[src/hdl/sentrx_pkg.sv]
package sentrx_pkg;

  // ************************************************************
  // widths
  // ************************************************************
  localparam int MSG_W = 28;           // status nibble + 6 data nibbles
  localparam int FIFO_DEPTH = 8;       // buffered messages
  localparam int TICK_W = 10;          // pulse length in ticks
  localparam int DIV_W = 8;            // clocks per tick counter

  // ************************************************************
  // pulse windows, in ticks
  // ************************************************************
  localparam logic [9:0] NIB_MIN = 10'h00C;    // nibble 0
  localparam logic [9:0] NIB_MAX = 10'h01B;    // nibble 15
  localparam logic [9:0] CAL_MIN = 10'h02A;    // 56 ticks -25%
  localparam logic [9:0] CAL_MAX = 10'h046;    // 56 ticks +25%
  localparam logic [9:0] PAUSE_MIN = 10'h01C;  // above nibble range
  localparam logic [9:0] PAUSE_MAX = 10'h300;  // 768 ticks
  localparam logic [9:0] TICK_SAT = 10'h3FF;   // period saturates

  // ************************************************************
  // crc and reset values
  // ************************************************************
  localparam logic [3:0] CRC_SEED = 4'h5;
  localparam logic [3:0] CRC_POLY = 4'hD;      // x^4+x^3+x^2+1
  localparam logic [5:0] STATUS_RST = 6'h00;
  localparam logic [3:0] EDGE_BASE = 4'h2;     // status + crc pulses

  // ************************************************************
  // channel_status bit positions
  // ************************************************************
  localparam int ST_NIB = 0;    // nibble_value_error
  localparam int ST_CRC = 1;    // fast_msg_crc_error
  localparam int ST_CAL = 2;    // cal_length_error
  localparam int ST_OFL = 3;    // fast_msg_overflow
  localparam int ST_PP = 4;     // pause_diag_error
  localparam int ST_EDGE = 5;   // edge count error

  // ************************************************************
  // decoder states
  // ************************************************************
  typedef enum logic [2:0] {
    S_WAIT_CAL = 3'b000,  // hunting for a calibration pulse
    S_STATUS = 3'b001,    // status nibble
    S_DATA = 3'b010,      // data nibbles
    S_CRC = 3'b011,       // crc nibble
    S_PAUSE = 3'b100,     // pause pulse expected
    S_CAL = 3'b101,       // next calibration expected
    S_EXTRA = 3'b110      // surplus nibbles before a late pause
  } sentrx_state_t;

endpackage

[src/hdl/sentrx_stream_if.sv]
`timescale 1ns/1ns
// message stream between decoder and buffer
interface sentrx_stream_if;
  logic [sentrx_pkg::MSG_W-1:0] data;  // status and data nibbles
  logic valid;                         // data offered
  logic ready;                         // data accepted
  modport src(output data, output valid, input ready);
  modport snk(input data, input valid, output ready);
endinterface

[src/hdl/sentrx_fifo.sv]
`timescale 1ns/1ns
// shifting fifo: head always sits in entry 0, so its data is a flop
module sentrx_fifo #(
  parameter int WIDTH = sentrx_pkg::MSG_W,
  parameter int DEPTH = sentrx_pkg::FIFO_DEPTH
) (
  // clock and reset
  input wire logic clk,
  input wire logic reset_n,
  // filling side
  sentrx_stream_if.snk wr,
  // draining side
  sentrx_stream_if.src rd
);
  localparam int CW = $clog2(DEPTH + 1);

  logic [WIDTH-1:0] mem [DEPTH];  // entries, 0 is the head
  logic [CW-1:0] count;           // entries in use
  logic [CW-1:0] next_count;
  logic valid_q;                  // registered not empty
  logic ready_q;                  // registered not full
  wire push = wr.valid & ready_q;
  wire pop = valid_q & rd.ready;

  // ************************************************************
  // occupancy
  // ************************************************************
  assign next_count = count + CW'(push) - CW'(pop);
  assign rd.data = mem[0];
  assign rd.valid = valid_q;
  assign wr.ready = ready_q;

  // flags follow the next count so they never lag a cycle
  always_ff @(posedge clk or negedge reset_n) begin
    if (!reset_n) begin
      count <= '0;
      valid_q <= 1'b0;
      ready_q <= 1'b1;
    end else begin
      count <= next_count;
      valid_q <= next_count != '0;
      ready_q <= next_count != CW'(DEPTH);
    end
  end

  // ************************************************************
  // entries
  // ************************************************************
  genvar i;
  generate
    for (i = 0; i < DEPTH; i++) begin : g_ent
      wire [WIDTH-1:0] upper;     // neighbour moving down on pop
      wire [WIDTH-1:0] next_ent;
      wire load_pop = pop & push & (count == CW'(i + 1));
      wire load_hold = ~pop & push & (count == CW'(i));
      if (i == DEPTH - 1) begin : g_top
        assign upper = '0;
      end else begin : g_mid
        assign upper = mem[i+1];
      end
      assign next_ent = (load_pop | load_hold) ? wr.data :
                        pop ? upper : mem[i];
      // one entry, shifted or loaded
      always_ff @(posedge clk or negedge reset_n) begin
        if (!reset_n) begin
          mem[i] <= '0;
        end else begin
          mem[i] <= next_ent;
        end
      end
    end
  endgenerate

endmodule

[src/hdl/sentrx_channel.sv]
`timescale 1ns/1ns
// Functional notes
// - pause enabled means pause follows the crc nibble
// - pause mode lets other errors raise edge error
// - nibble error sends decoder to wait calibration
// - pause then calibration give second edge error
// - crc error behaves like nibble error
// - bad calibration length yields one edge error, two in pause mode
// - overflow may force wait, one edge error in pause mode, none without pause
// - too few edges: pause read as nibble
// - late pause decoded as nibble, nibble error
// - too many edges also raise pause diagnostic
// - follow-on flag may land in next frame
// - clean messages never raise edge error unless an overflow forces wait
module sentrx_channel (
  // clock and reset
  input wire logic clk,
  input wire logic reset_n,
  // sensor pin
  input wire logic sent_in,
  // channel_config
  input wire logic rx_enable,
  input wire logic pause_en,
  input wire logic [2:0] data_nibbles,
  input wire logic [sentrx_pkg::DIV_W-1:0] tick_div,
  // channel_status
  input wire logic [5:0] status_clear,
  output logic [5:0] channel_status,
  // received messages
  output logic [sentrx_pkg::MSG_W-1:0] msg_data,
  output logic msg_valid,
  input wire logic msg_ready
);

  // ************************************************************
  // declarations
  // ************************************************************
  sentrx_stream_if wr_if ();   // decoder to buffer
  sentrx_stream_if rd_if ();   // buffer to user
  sentrx_pkg::sentrx_state_t state, next_state;
  logic sent_q;                // previous pin sample
  logic [sentrx_pkg::DIV_W-1:0] div_cnt;
  logic [9:0] per_cnt;         // ticks since last falling edge
  logic armed;                 // one falling edge seen
  logic synced;                // one marker seen, counting valid
  logic [3:0] ecnt;            // pulses since last marker
  logic [3:0] next_ecnt;
  logic [2:0] idx, next_idx;   // data nibble index
  logic [3:0] crc, next_crc;
  logic [3:0] stat, next_stat; // status nibble
  logic [23:0] shift, next_shift;
  logic [5:0] err_set;
  logic push, force_wait;
  logic chance;                // free toggle, decorrelates overflow

  // ************************************************************
  // tick divider and pulse measurement
  // ************************************************************
  wire tick = div_cnt == '0;
  wire fall = sent_q & ~sent_in;
  wire pulse_ev = fall & armed & rx_enable;
  wire [9:0] plen = per_cnt;
  wire [3:0] nib = 4'(plen - sentrx_pkg::NIB_MIN);
  wire is_nib = plen >= sentrx_pkg::NIB_MIN && plen <= sentrx_pkg::NIB_MAX;
  wire is_long = plen > sentrx_pkg::NIB_MAX;
  wire is_cal = plen >= sentrx_pkg::CAL_MIN && plen <= sentrx_pkg::CAL_MAX;
  wire is_pause = plen >= sentrx_pkg::PAUSE_MIN &&
                  plen <= sentrx_pkg::PAUSE_MAX;
  wire last_nib = idx == data_nibbles - 3'h1;

  // pin sample and tick prescaler
  always_ff @(posedge clk or negedge reset_n) begin
    if (!reset_n) begin
      sent_q <= 1'b1;
      div_cnt <= '0;
    end else begin
      sent_q <= sent_in;
      div_cnt <= tick ? tick_div - 8'h01 : div_cnt - 8'h01;
    end
  end

  // period counter restarts on each falling edge, saturates when idle
  always_ff @(posedge clk or negedge reset_n) begin
    if (!reset_n) begin
      per_cnt <= '0;
      armed <= 1'b0;
    end else if (!rx_enable) begin
      per_cnt <= '0;
      armed <= 1'b0;
    end else if (fall) begin
      // the tick at the edge itself counts, so L ticks read as L
      per_cnt <= {9'h000, tick};
      armed <= 1'b1;
    end else if (tick && per_cnt != sentrx_pkg::TICK_SAT) begin
      per_cnt <= per_cnt + 10'h001;
    end
  end

  // ************************************************************
  // edge counter
  // ************************************************************
  // expected pulses between calibrations: status, data, crc, pause
  wire [3:0] expected = sentrx_pkg::EDGE_BASE + {1'b0, data_nibbles} +
                        {3'h0, pause_en};
  // while hunting, pause mode takes any long pulse as a marker, so a
  // pause and the calibration after it look like two back to back
  // calibrations with nothing between them
  wire hunt_mark = state == sentrx_pkg::S_WAIT_CAL &&
                   (pause_en ? is_long : is_cal);
  wire good_mark = state == sentrx_pkg::S_CAL && is_cal;
  wire marker = pulse_ev & (hunt_mark | good_mark);
  wire edge_err = marker & synced & (ecnt != expected);
  // an overflow-forced wait credits the pause so only one error follows
  wire [3:0] credit = {3'h0, pause_en & force_wait};

  assign next_ecnt = marker ? 4'h0 :
                     pulse_ev ? 4'(ecnt + 4'h1 + credit) : ecnt;

  // bad calibration keeps counting, no end of message is marked
  always_ff @(posedge clk or negedge reset_n) begin
    if (!reset_n) begin
      ecnt <= '0;
      synced <= 1'b0;
    end else if (!rx_enable) begin
      ecnt <= '0;
      synced <= 1'b0;
    end else begin
      ecnt <= next_ecnt;
      synced <= synced | marker;
    end
  end

  // ************************************************************
  // crc step over one nibble, msb first
  // ************************************************************
  function automatic logic [3:0] sentrx_crc_step(input logic [3:0] c,
                                                 input logic [3:0] d);
    logic [3:0] r;
    logic fb;
    r = c;
    for (int b = 3; b >= 0; b--) begin
      fb = r[3] ^ d[b];
      r = {r[2:0], 1'b0} ^ (fb ? sentrx_pkg::CRC_POLY : 4'h0);
    end
    return r;
  endfunction

  // ************************************************************
  // decoder
  // ************************************************************
  // every branch is entered only on a measured pulse
  always_comb begin
    next_state = state;
    next_idx = idx;
    next_crc = crc;
    next_stat = stat;
    next_shift = shift;
    err_set = '0;
    push = 1'b0;
    force_wait = 1'b0;
    if (pulse_ev) begin
      unique case (state)
        sentrx_pkg::S_WAIT_CAL, sentrx_pkg::S_CAL: begin
          if (is_cal) begin
            next_state = sentrx_pkg::S_STATUS;
          end else begin
            // hunting in pause mode takes a long pulse as a marker,
            // not as a calibration of bad length
            if (state == sentrx_pkg::S_CAL || (is_long && !pause_en)) begin
              err_set[sentrx_pkg::ST_CAL] = 1'b1;
            end
            next_state = sentrx_pkg::S_WAIT_CAL;
          end
        end
        sentrx_pkg::S_STATUS: begin
          next_stat = nib;
          next_crc = sentrx_pkg::CRC_SEED;
          next_idx = 3'h0;
          next_shift = '0;
          if (!is_nib) begin
            err_set[sentrx_pkg::ST_NIB] = 1'b1;
            next_state = sentrx_pkg::S_WAIT_CAL;
          end else begin
            next_state = sentrx_pkg::S_DATA;
          end
        end
        sentrx_pkg::S_DATA: begin
          next_shift = {shift[19:0], nib};
          next_crc = sentrx_crc_step(crc, nib);
          next_idx = idx + 3'h1;
          // a pause arriving early lands here as a bad nibble
          if (!is_nib) begin
            err_set[sentrx_pkg::ST_NIB] = 1'b1;
            next_state = sentrx_pkg::S_WAIT_CAL;
          end else if (last_nib) begin
            next_state = sentrx_pkg::S_CRC;
          end
        end
        sentrx_pkg::S_CRC: begin
          if (!is_nib) begin
            err_set[sentrx_pkg::ST_NIB] = 1'b1;
            next_state = sentrx_pkg::S_WAIT_CAL;
          end else if (nib != crc) begin
            err_set[sentrx_pkg::ST_CRC] = 1'b1;
            next_state = sentrx_pkg::S_WAIT_CAL;
          end else begin
            push = 1'b1;
            next_state = pause_en ? sentrx_pkg::S_PAUSE :
                                    sentrx_pkg::S_CAL;
            if (!wr_if.ready) begin
              err_set[sentrx_pkg::ST_OFL] = 1'b1;
              // overflow sometimes upsets the decoder
              if (chance) begin
                force_wait = 1'b1;
                next_state = sentrx_pkg::S_WAIT_CAL;
              end
            end
          end
        end
        sentrx_pkg::S_PAUSE: begin
          if (is_pause) begin
            next_state = sentrx_pkg::S_CAL;
          end else begin
            // surplus edge: length is wrong; a nibble keeps decoding, anything else waits for calibration
            err_set[sentrx_pkg::ST_PP] = 1'b1;
            next_state = is_nib ? sentrx_pkg::S_EXTRA :
                                  sentrx_pkg::S_WAIT_CAL;
          end
        end
        sentrx_pkg::S_EXTRA: begin
          // the late pause is seen as a nibble out of range
          if (!is_nib) begin
            err_set[sentrx_pkg::ST_NIB] = 1'b1;
            next_state = sentrx_pkg::S_WAIT_CAL;
          end
        end
        default: begin
          next_state = sentrx_pkg::S_WAIT_CAL;
        end
      endcase
    end
    // edge error reported at the marker, often a frame later
    err_set[sentrx_pkg::ST_EDGE] = edge_err;
  end

  // decoder registers
  always_ff @(posedge clk or negedge reset_n) begin
    if (!reset_n) begin
      state <= sentrx_pkg::S_WAIT_CAL;
      idx <= '0;
      crc <= sentrx_pkg::CRC_SEED;
      stat <= '0;
      shift <= '0;
      chance <= 1'b0;
    end else begin
      state <= rx_enable ? next_state : sentrx_pkg::S_WAIT_CAL;
      idx <= next_idx;
      crc <= next_crc;
      stat <= next_stat;
      shift <= next_shift;
      chance <= ~chance;
    end
  end

  // ************************************************************
  // sticky status, set wins over clear
  // ************************************************************
  // flags are never cleared by hardware, so software cannot tell the
  // first error from the ones it drags along
  always_ff @(posedge clk or negedge reset_n) begin
    if (!reset_n) begin
      channel_status <= sentrx_pkg::STATUS_RST;
    end else begin
      channel_status <= (channel_status & ~status_clear) | err_set;
    end
  end

  // ************************************************************
  // message buffer
  // ************************************************************
  // a full buffer drops the new message rather than stalling the pin
  assign wr_if.valid = push;
  assign wr_if.data = {stat, shift};
  assign rd_if.ready = msg_ready;
  assign msg_data = rd_if.data;
  assign msg_valid = rd_if.valid;

  sentrx_fifo #(
    .WIDTH(sentrx_pkg::MSG_W),
    .DEPTH(sentrx_pkg::FIFO_DEPTH)
  ) u_fifo (
    .clk(clk),
    .reset_n(reset_n),
    .wr(wr_if),
    .rd(rd_if)
  );

endmodule

[config.mk]
export PLATFORM = sky130hd
export DESIGN_NAME = sentrx_channel
export DESIGN_NICKNAME = d
export VERILOG_FILES = /design/src/hdl/sentrx_pkg.sv /design/src/hdl/sentrx_stream_if.sv /design/src/hdl/sentrx_fifo.sv /design/src/hdl/sentrx_channel.sv
export SDC_FILE = /design/constraint.sdc
export NUM_CORES = 1
export LEC_CHECK = 0
export BUFFER_PORTS_ARGS = -buffer_cell sky130_fd_sc_hd__buf_2
export CORE_MARGIN = 2
export CORE_UTILIZATION = 50
export CTS_BUF_LIST = sky130_fd_sc_hd__clkbuf_16
export CTS_CLUSTER_DIAMETER = 200
export CTS_CLUSTER_SIZE = 25
export DETAILED_ROUTE_END_ITERATION = 6
export PLACE_DENSITY = 0.66
export REMOVE_ABC_BUFFERS = 1
export SLEW_MARGIN = 5
export SYNTH_ARGS = -nofsm -noshare
export SYNTH_HDL_FRONTEND = slang
export SYNTH_SLANG_ARGS = --single-unit
[constraint.sdc]
create_clock -name clk -period 4.4 [get_ports clk]
set_input_delay 1.1 -clock clk [delete_from_list [all_inputs] [get_ports clk]]
set_output_delay 1.1 -clock clk [all_outputs]
set_load 0.02 [all_outputs]
==> impl_results.md <==
- Die span in x: between 150 and 200 um
- I/O Buffers: 57
- Yosys reg bits: 300
- Required time worst endpoint: ~4800 ps
- Reg2Reg Depth: 9
- Peak Freq: 288 MHz
- Top-count cell post-synth: nand2_1
- Cells after Synth: 1451
- Max Clock Skew: between 20 and 25 ps
- Main area contributors after synthesis: dfrtp_1 49%, nand2_1 12%, mux2i_1 9.7%
- Initial antenna violation count: 0
- Post-layout power: approximately 5000 uW
- Status: finished, final reports clean
- DRC viols: 0
- Gate power share: 11.4%
- Number of hold buffers added after CTS: 0
- Die ar.: approximately 0.032 mm^2
- NetSw: 1320 uW
- Antenna cells: 0
- Gates resized, CTS repair: 0
- Core area: 0.0297 mm^2
- CTS tree: done
- Vias in the first global route: approximately 10k
- Die H: about 180 um
- Largest net degree at the start of global routing: approximately 190
- Placer Congestion: 0.852
- CTS Buf Count: 15
- Final Non-Filler Cells: about 1.9k
- Reg power frac: 58.4%
- Dpl ws: roughly 770 ps
- Clk Latency, worst-skew pair: about 500 ps
- Mapped Area: between 0.015 and 0.02 mm^2
- CTS sink count: 300
- Share of post-route cells with drive strength above 1: 17.5%
- Share of the synthesized area in the top cell type: 49.1%
- Routed Antenna Nets: 0
- Grt total ovfl: 0
- Clock Path Buffers: 3
- Drt pass-1 iters: 4
- Dpl cells: 1845
- Seq/Total Area, Yosys: 49.8%
- H-tree Lvls: 1
- Clock power frac: 30.2%
- Rows: 63
- Post-layout min period: 3470 ps
- WS Path Type: reg -> reg
- Worst Tran Pin Value: 968 ps
- Final worst-path setup slack: around 930 ps
- Rel. slew slack: between 30% and 40%
- Final Cycle Share: ~79%
- Power per standard cell area: about 310 mW/mm^2
- RSZ-0062 raised after global routing: false
- Root Buffer Master: clkbuf_16
- Drt wl/cell: 16.8 um
- Setup Buffers After CTS: 0
- Initial Utilization: 50.8%
- Worst-case vdd ir drop: 302 uV
- Ys flop type: dfrtp_1
- Most frequent cells after synthesis: 468 x nand2_1, 296 x dfrtp_1, 147 x mux2i_1
- Area Overhead vs Synth: 6.83%
- Detail Placement HPWL: 18.6 mm
- Slew Limit Fails: 0
- Cell variety after synth: 66
- Synth warn: 0
- I/O pin count: 58
- Setup violators final: 0
- Wirelength, routed: between 30 and 40 mm
- Vias per Instance: 5.41
- Area leader, netlist: dfrtp_1
- Pleak: 0.00859 uW
- Worst Hold Class: reg -> reg
- Crit. End Element: flip-flop
- Filler Cell Count: 2628
- Internal Power: 3630 uW
- EDFF count, synth: 0
- Maxcap violations: 0
- First-pass GRT wire length: 52.6 mm
- Via count: 10.1k
- Final core area utilization: 54.3%
- Post-synth ARST share: 100%
- Worst Path Arrival: 3850 ps
- Average cell area after synthesis: 10.4 um^2
- Switching Fraction: a little over a quarter
- Final Hold Viols: 0
- CP Launch Type: flip-flop
- Nets: 1516
- Tot GR Track Use: 20.5%
- 1st-iter DRT viols: 704
- Hold path depth: 1
- CP max FO: 11
- CTS clk-pin slew, worst paths: 100 ps
power by group through the flow:
stage	Combinational, uW	Clock, uW	Sequential (uW)
after floorplan	392	0	2920
after global placement	564	0	2940
after detailed placement	572	0	2940
after CTS	573	1540	2890
after global routing	644	1650	2900
final	567	1490	2890
area by class of cell:
cell class | instances | area, um^2 | share of cell area, %
clock buffer | 15 | 375 | 2.33
multi-input combinational | 1020 | 7000 | 43.4
tap | 390 | 488 | 3.03
inverter | 56 | 215 | 1.33
clock inverter | 5 | 23.8 | 0.147
timing repair buffer | 79 | 510 | 3.17
sequential | 300 | 7510 | 46.6
flip-flops by register name, indices dropped and copies added, names as in the netlist, 3 cells and up:
signal	count
state	3
u_fifo.count	4
crc	4
ecnt	4
idx	3
channel_status	6
div_cnt	8
u_fifo.rd.data	28
per_cnt	10
shift	24
stat	4
u_fifo.g_ent.upper	196
layout by cell type (no fill, tap or decap), drive strengths merged, types with 2 or more instances in the layout:
cell type	synthesis	routed
nand2	468	468
mux2	139	139
nand2b	4	4
o2111ai	3	3
xor2	15	15
nand4b	7	7
o21bai	2	2
nor3	16	16
dfrtp	296	296
and4	3	3
or2	3	3
a211oi	4	4
o2bb2ai	2	2
o21ai	15	15
inv	55	60
o32ai	2	2
ha	20	20
a22oi	2	2
and2	5	5
and3	4	4
dfstp	4	4
o211ai	4	4
nor2b	7	7
xnor2	19	19
a211o	2	2
a22o	26	26
nand4	4	4
o211a	2	2
mux2i	147	147
nor2	29	29
a41oi	3	3
o22ai	4	4
nor4	6	6
clkbuf	40	15
and4b	5	5
or4	5	5
buf	35	79
a21oi	19	19
nand3	9	9
nand3b	2	2
worst max-delay path, stage by stage (launching register included):
cell,delay (ps)
dfrtp_1,580
inv_1,150
ha_1,390
xnor2_1,360
o2111ai_1,170
nor3_1,360
and2_1,190
ha_1,190
fa_1,440
or4_1,510
per-layer routing:
| layer | share of wire [%] | track usage (%) | up-vias |
|---|---|---|---|
| li1 | - | - | 4888 |
| met1 | 49 | 29.9 | 5038 |
| met2 | 48 | 33.8 | 139 |
| met3 | 2.5 | 2.21 | 25 |
| met4 | 1.3 | 3.07 | 0 |
| met5 | 0 | 0 | - |
kinds of logic after synthesis:
group           Yosys count  share of synthesized area, %
flops                   300                          49.8
simple gates            580                          16.4
xor+xnor                 35                          2.22
compound gates           98                          4.67
fa+ha+maj                21                          1.79
buf+inv                 131                          4.09
mux                     286                          21.1
metrics by stage:
stage               cell area (um^2)  hold WS (ps)  setup TNS, ps
floorplan                      14700           408       -1574880
global placement               15700           431              0
detailed placement             15700           434              0
CTS                            16100           448              0
global route                   16100           473              0
finish                         16100           444              0
final timing paths:
path / start / end / slack [ps]
max reg2reg: per_cnt[2]$_DFFE_PN0P_ / u_fifo.rd.valid$_DFF_PN0_ / 930
min: chance$_DFF_PN0_ / chance$_DFF_PN0_ / 440
min reg2reg: chance$_DFF_PN0_ / chance$_DFF_PN0_ / 440
min in group asynchronous: reset_n / u_fifo.rd.data[21]$_DFFE_PN0P_ / 660
max: per_cnt[2]$_DFFE_PN0P_ / u_fifo.rd.valid$_DFF_PN0_ / 930
max in group asynchronous: reset_n / crc[2]$_DFFE_PN1P_ / 2760
No activity file was read; power rests on OpenSTA's default activity.
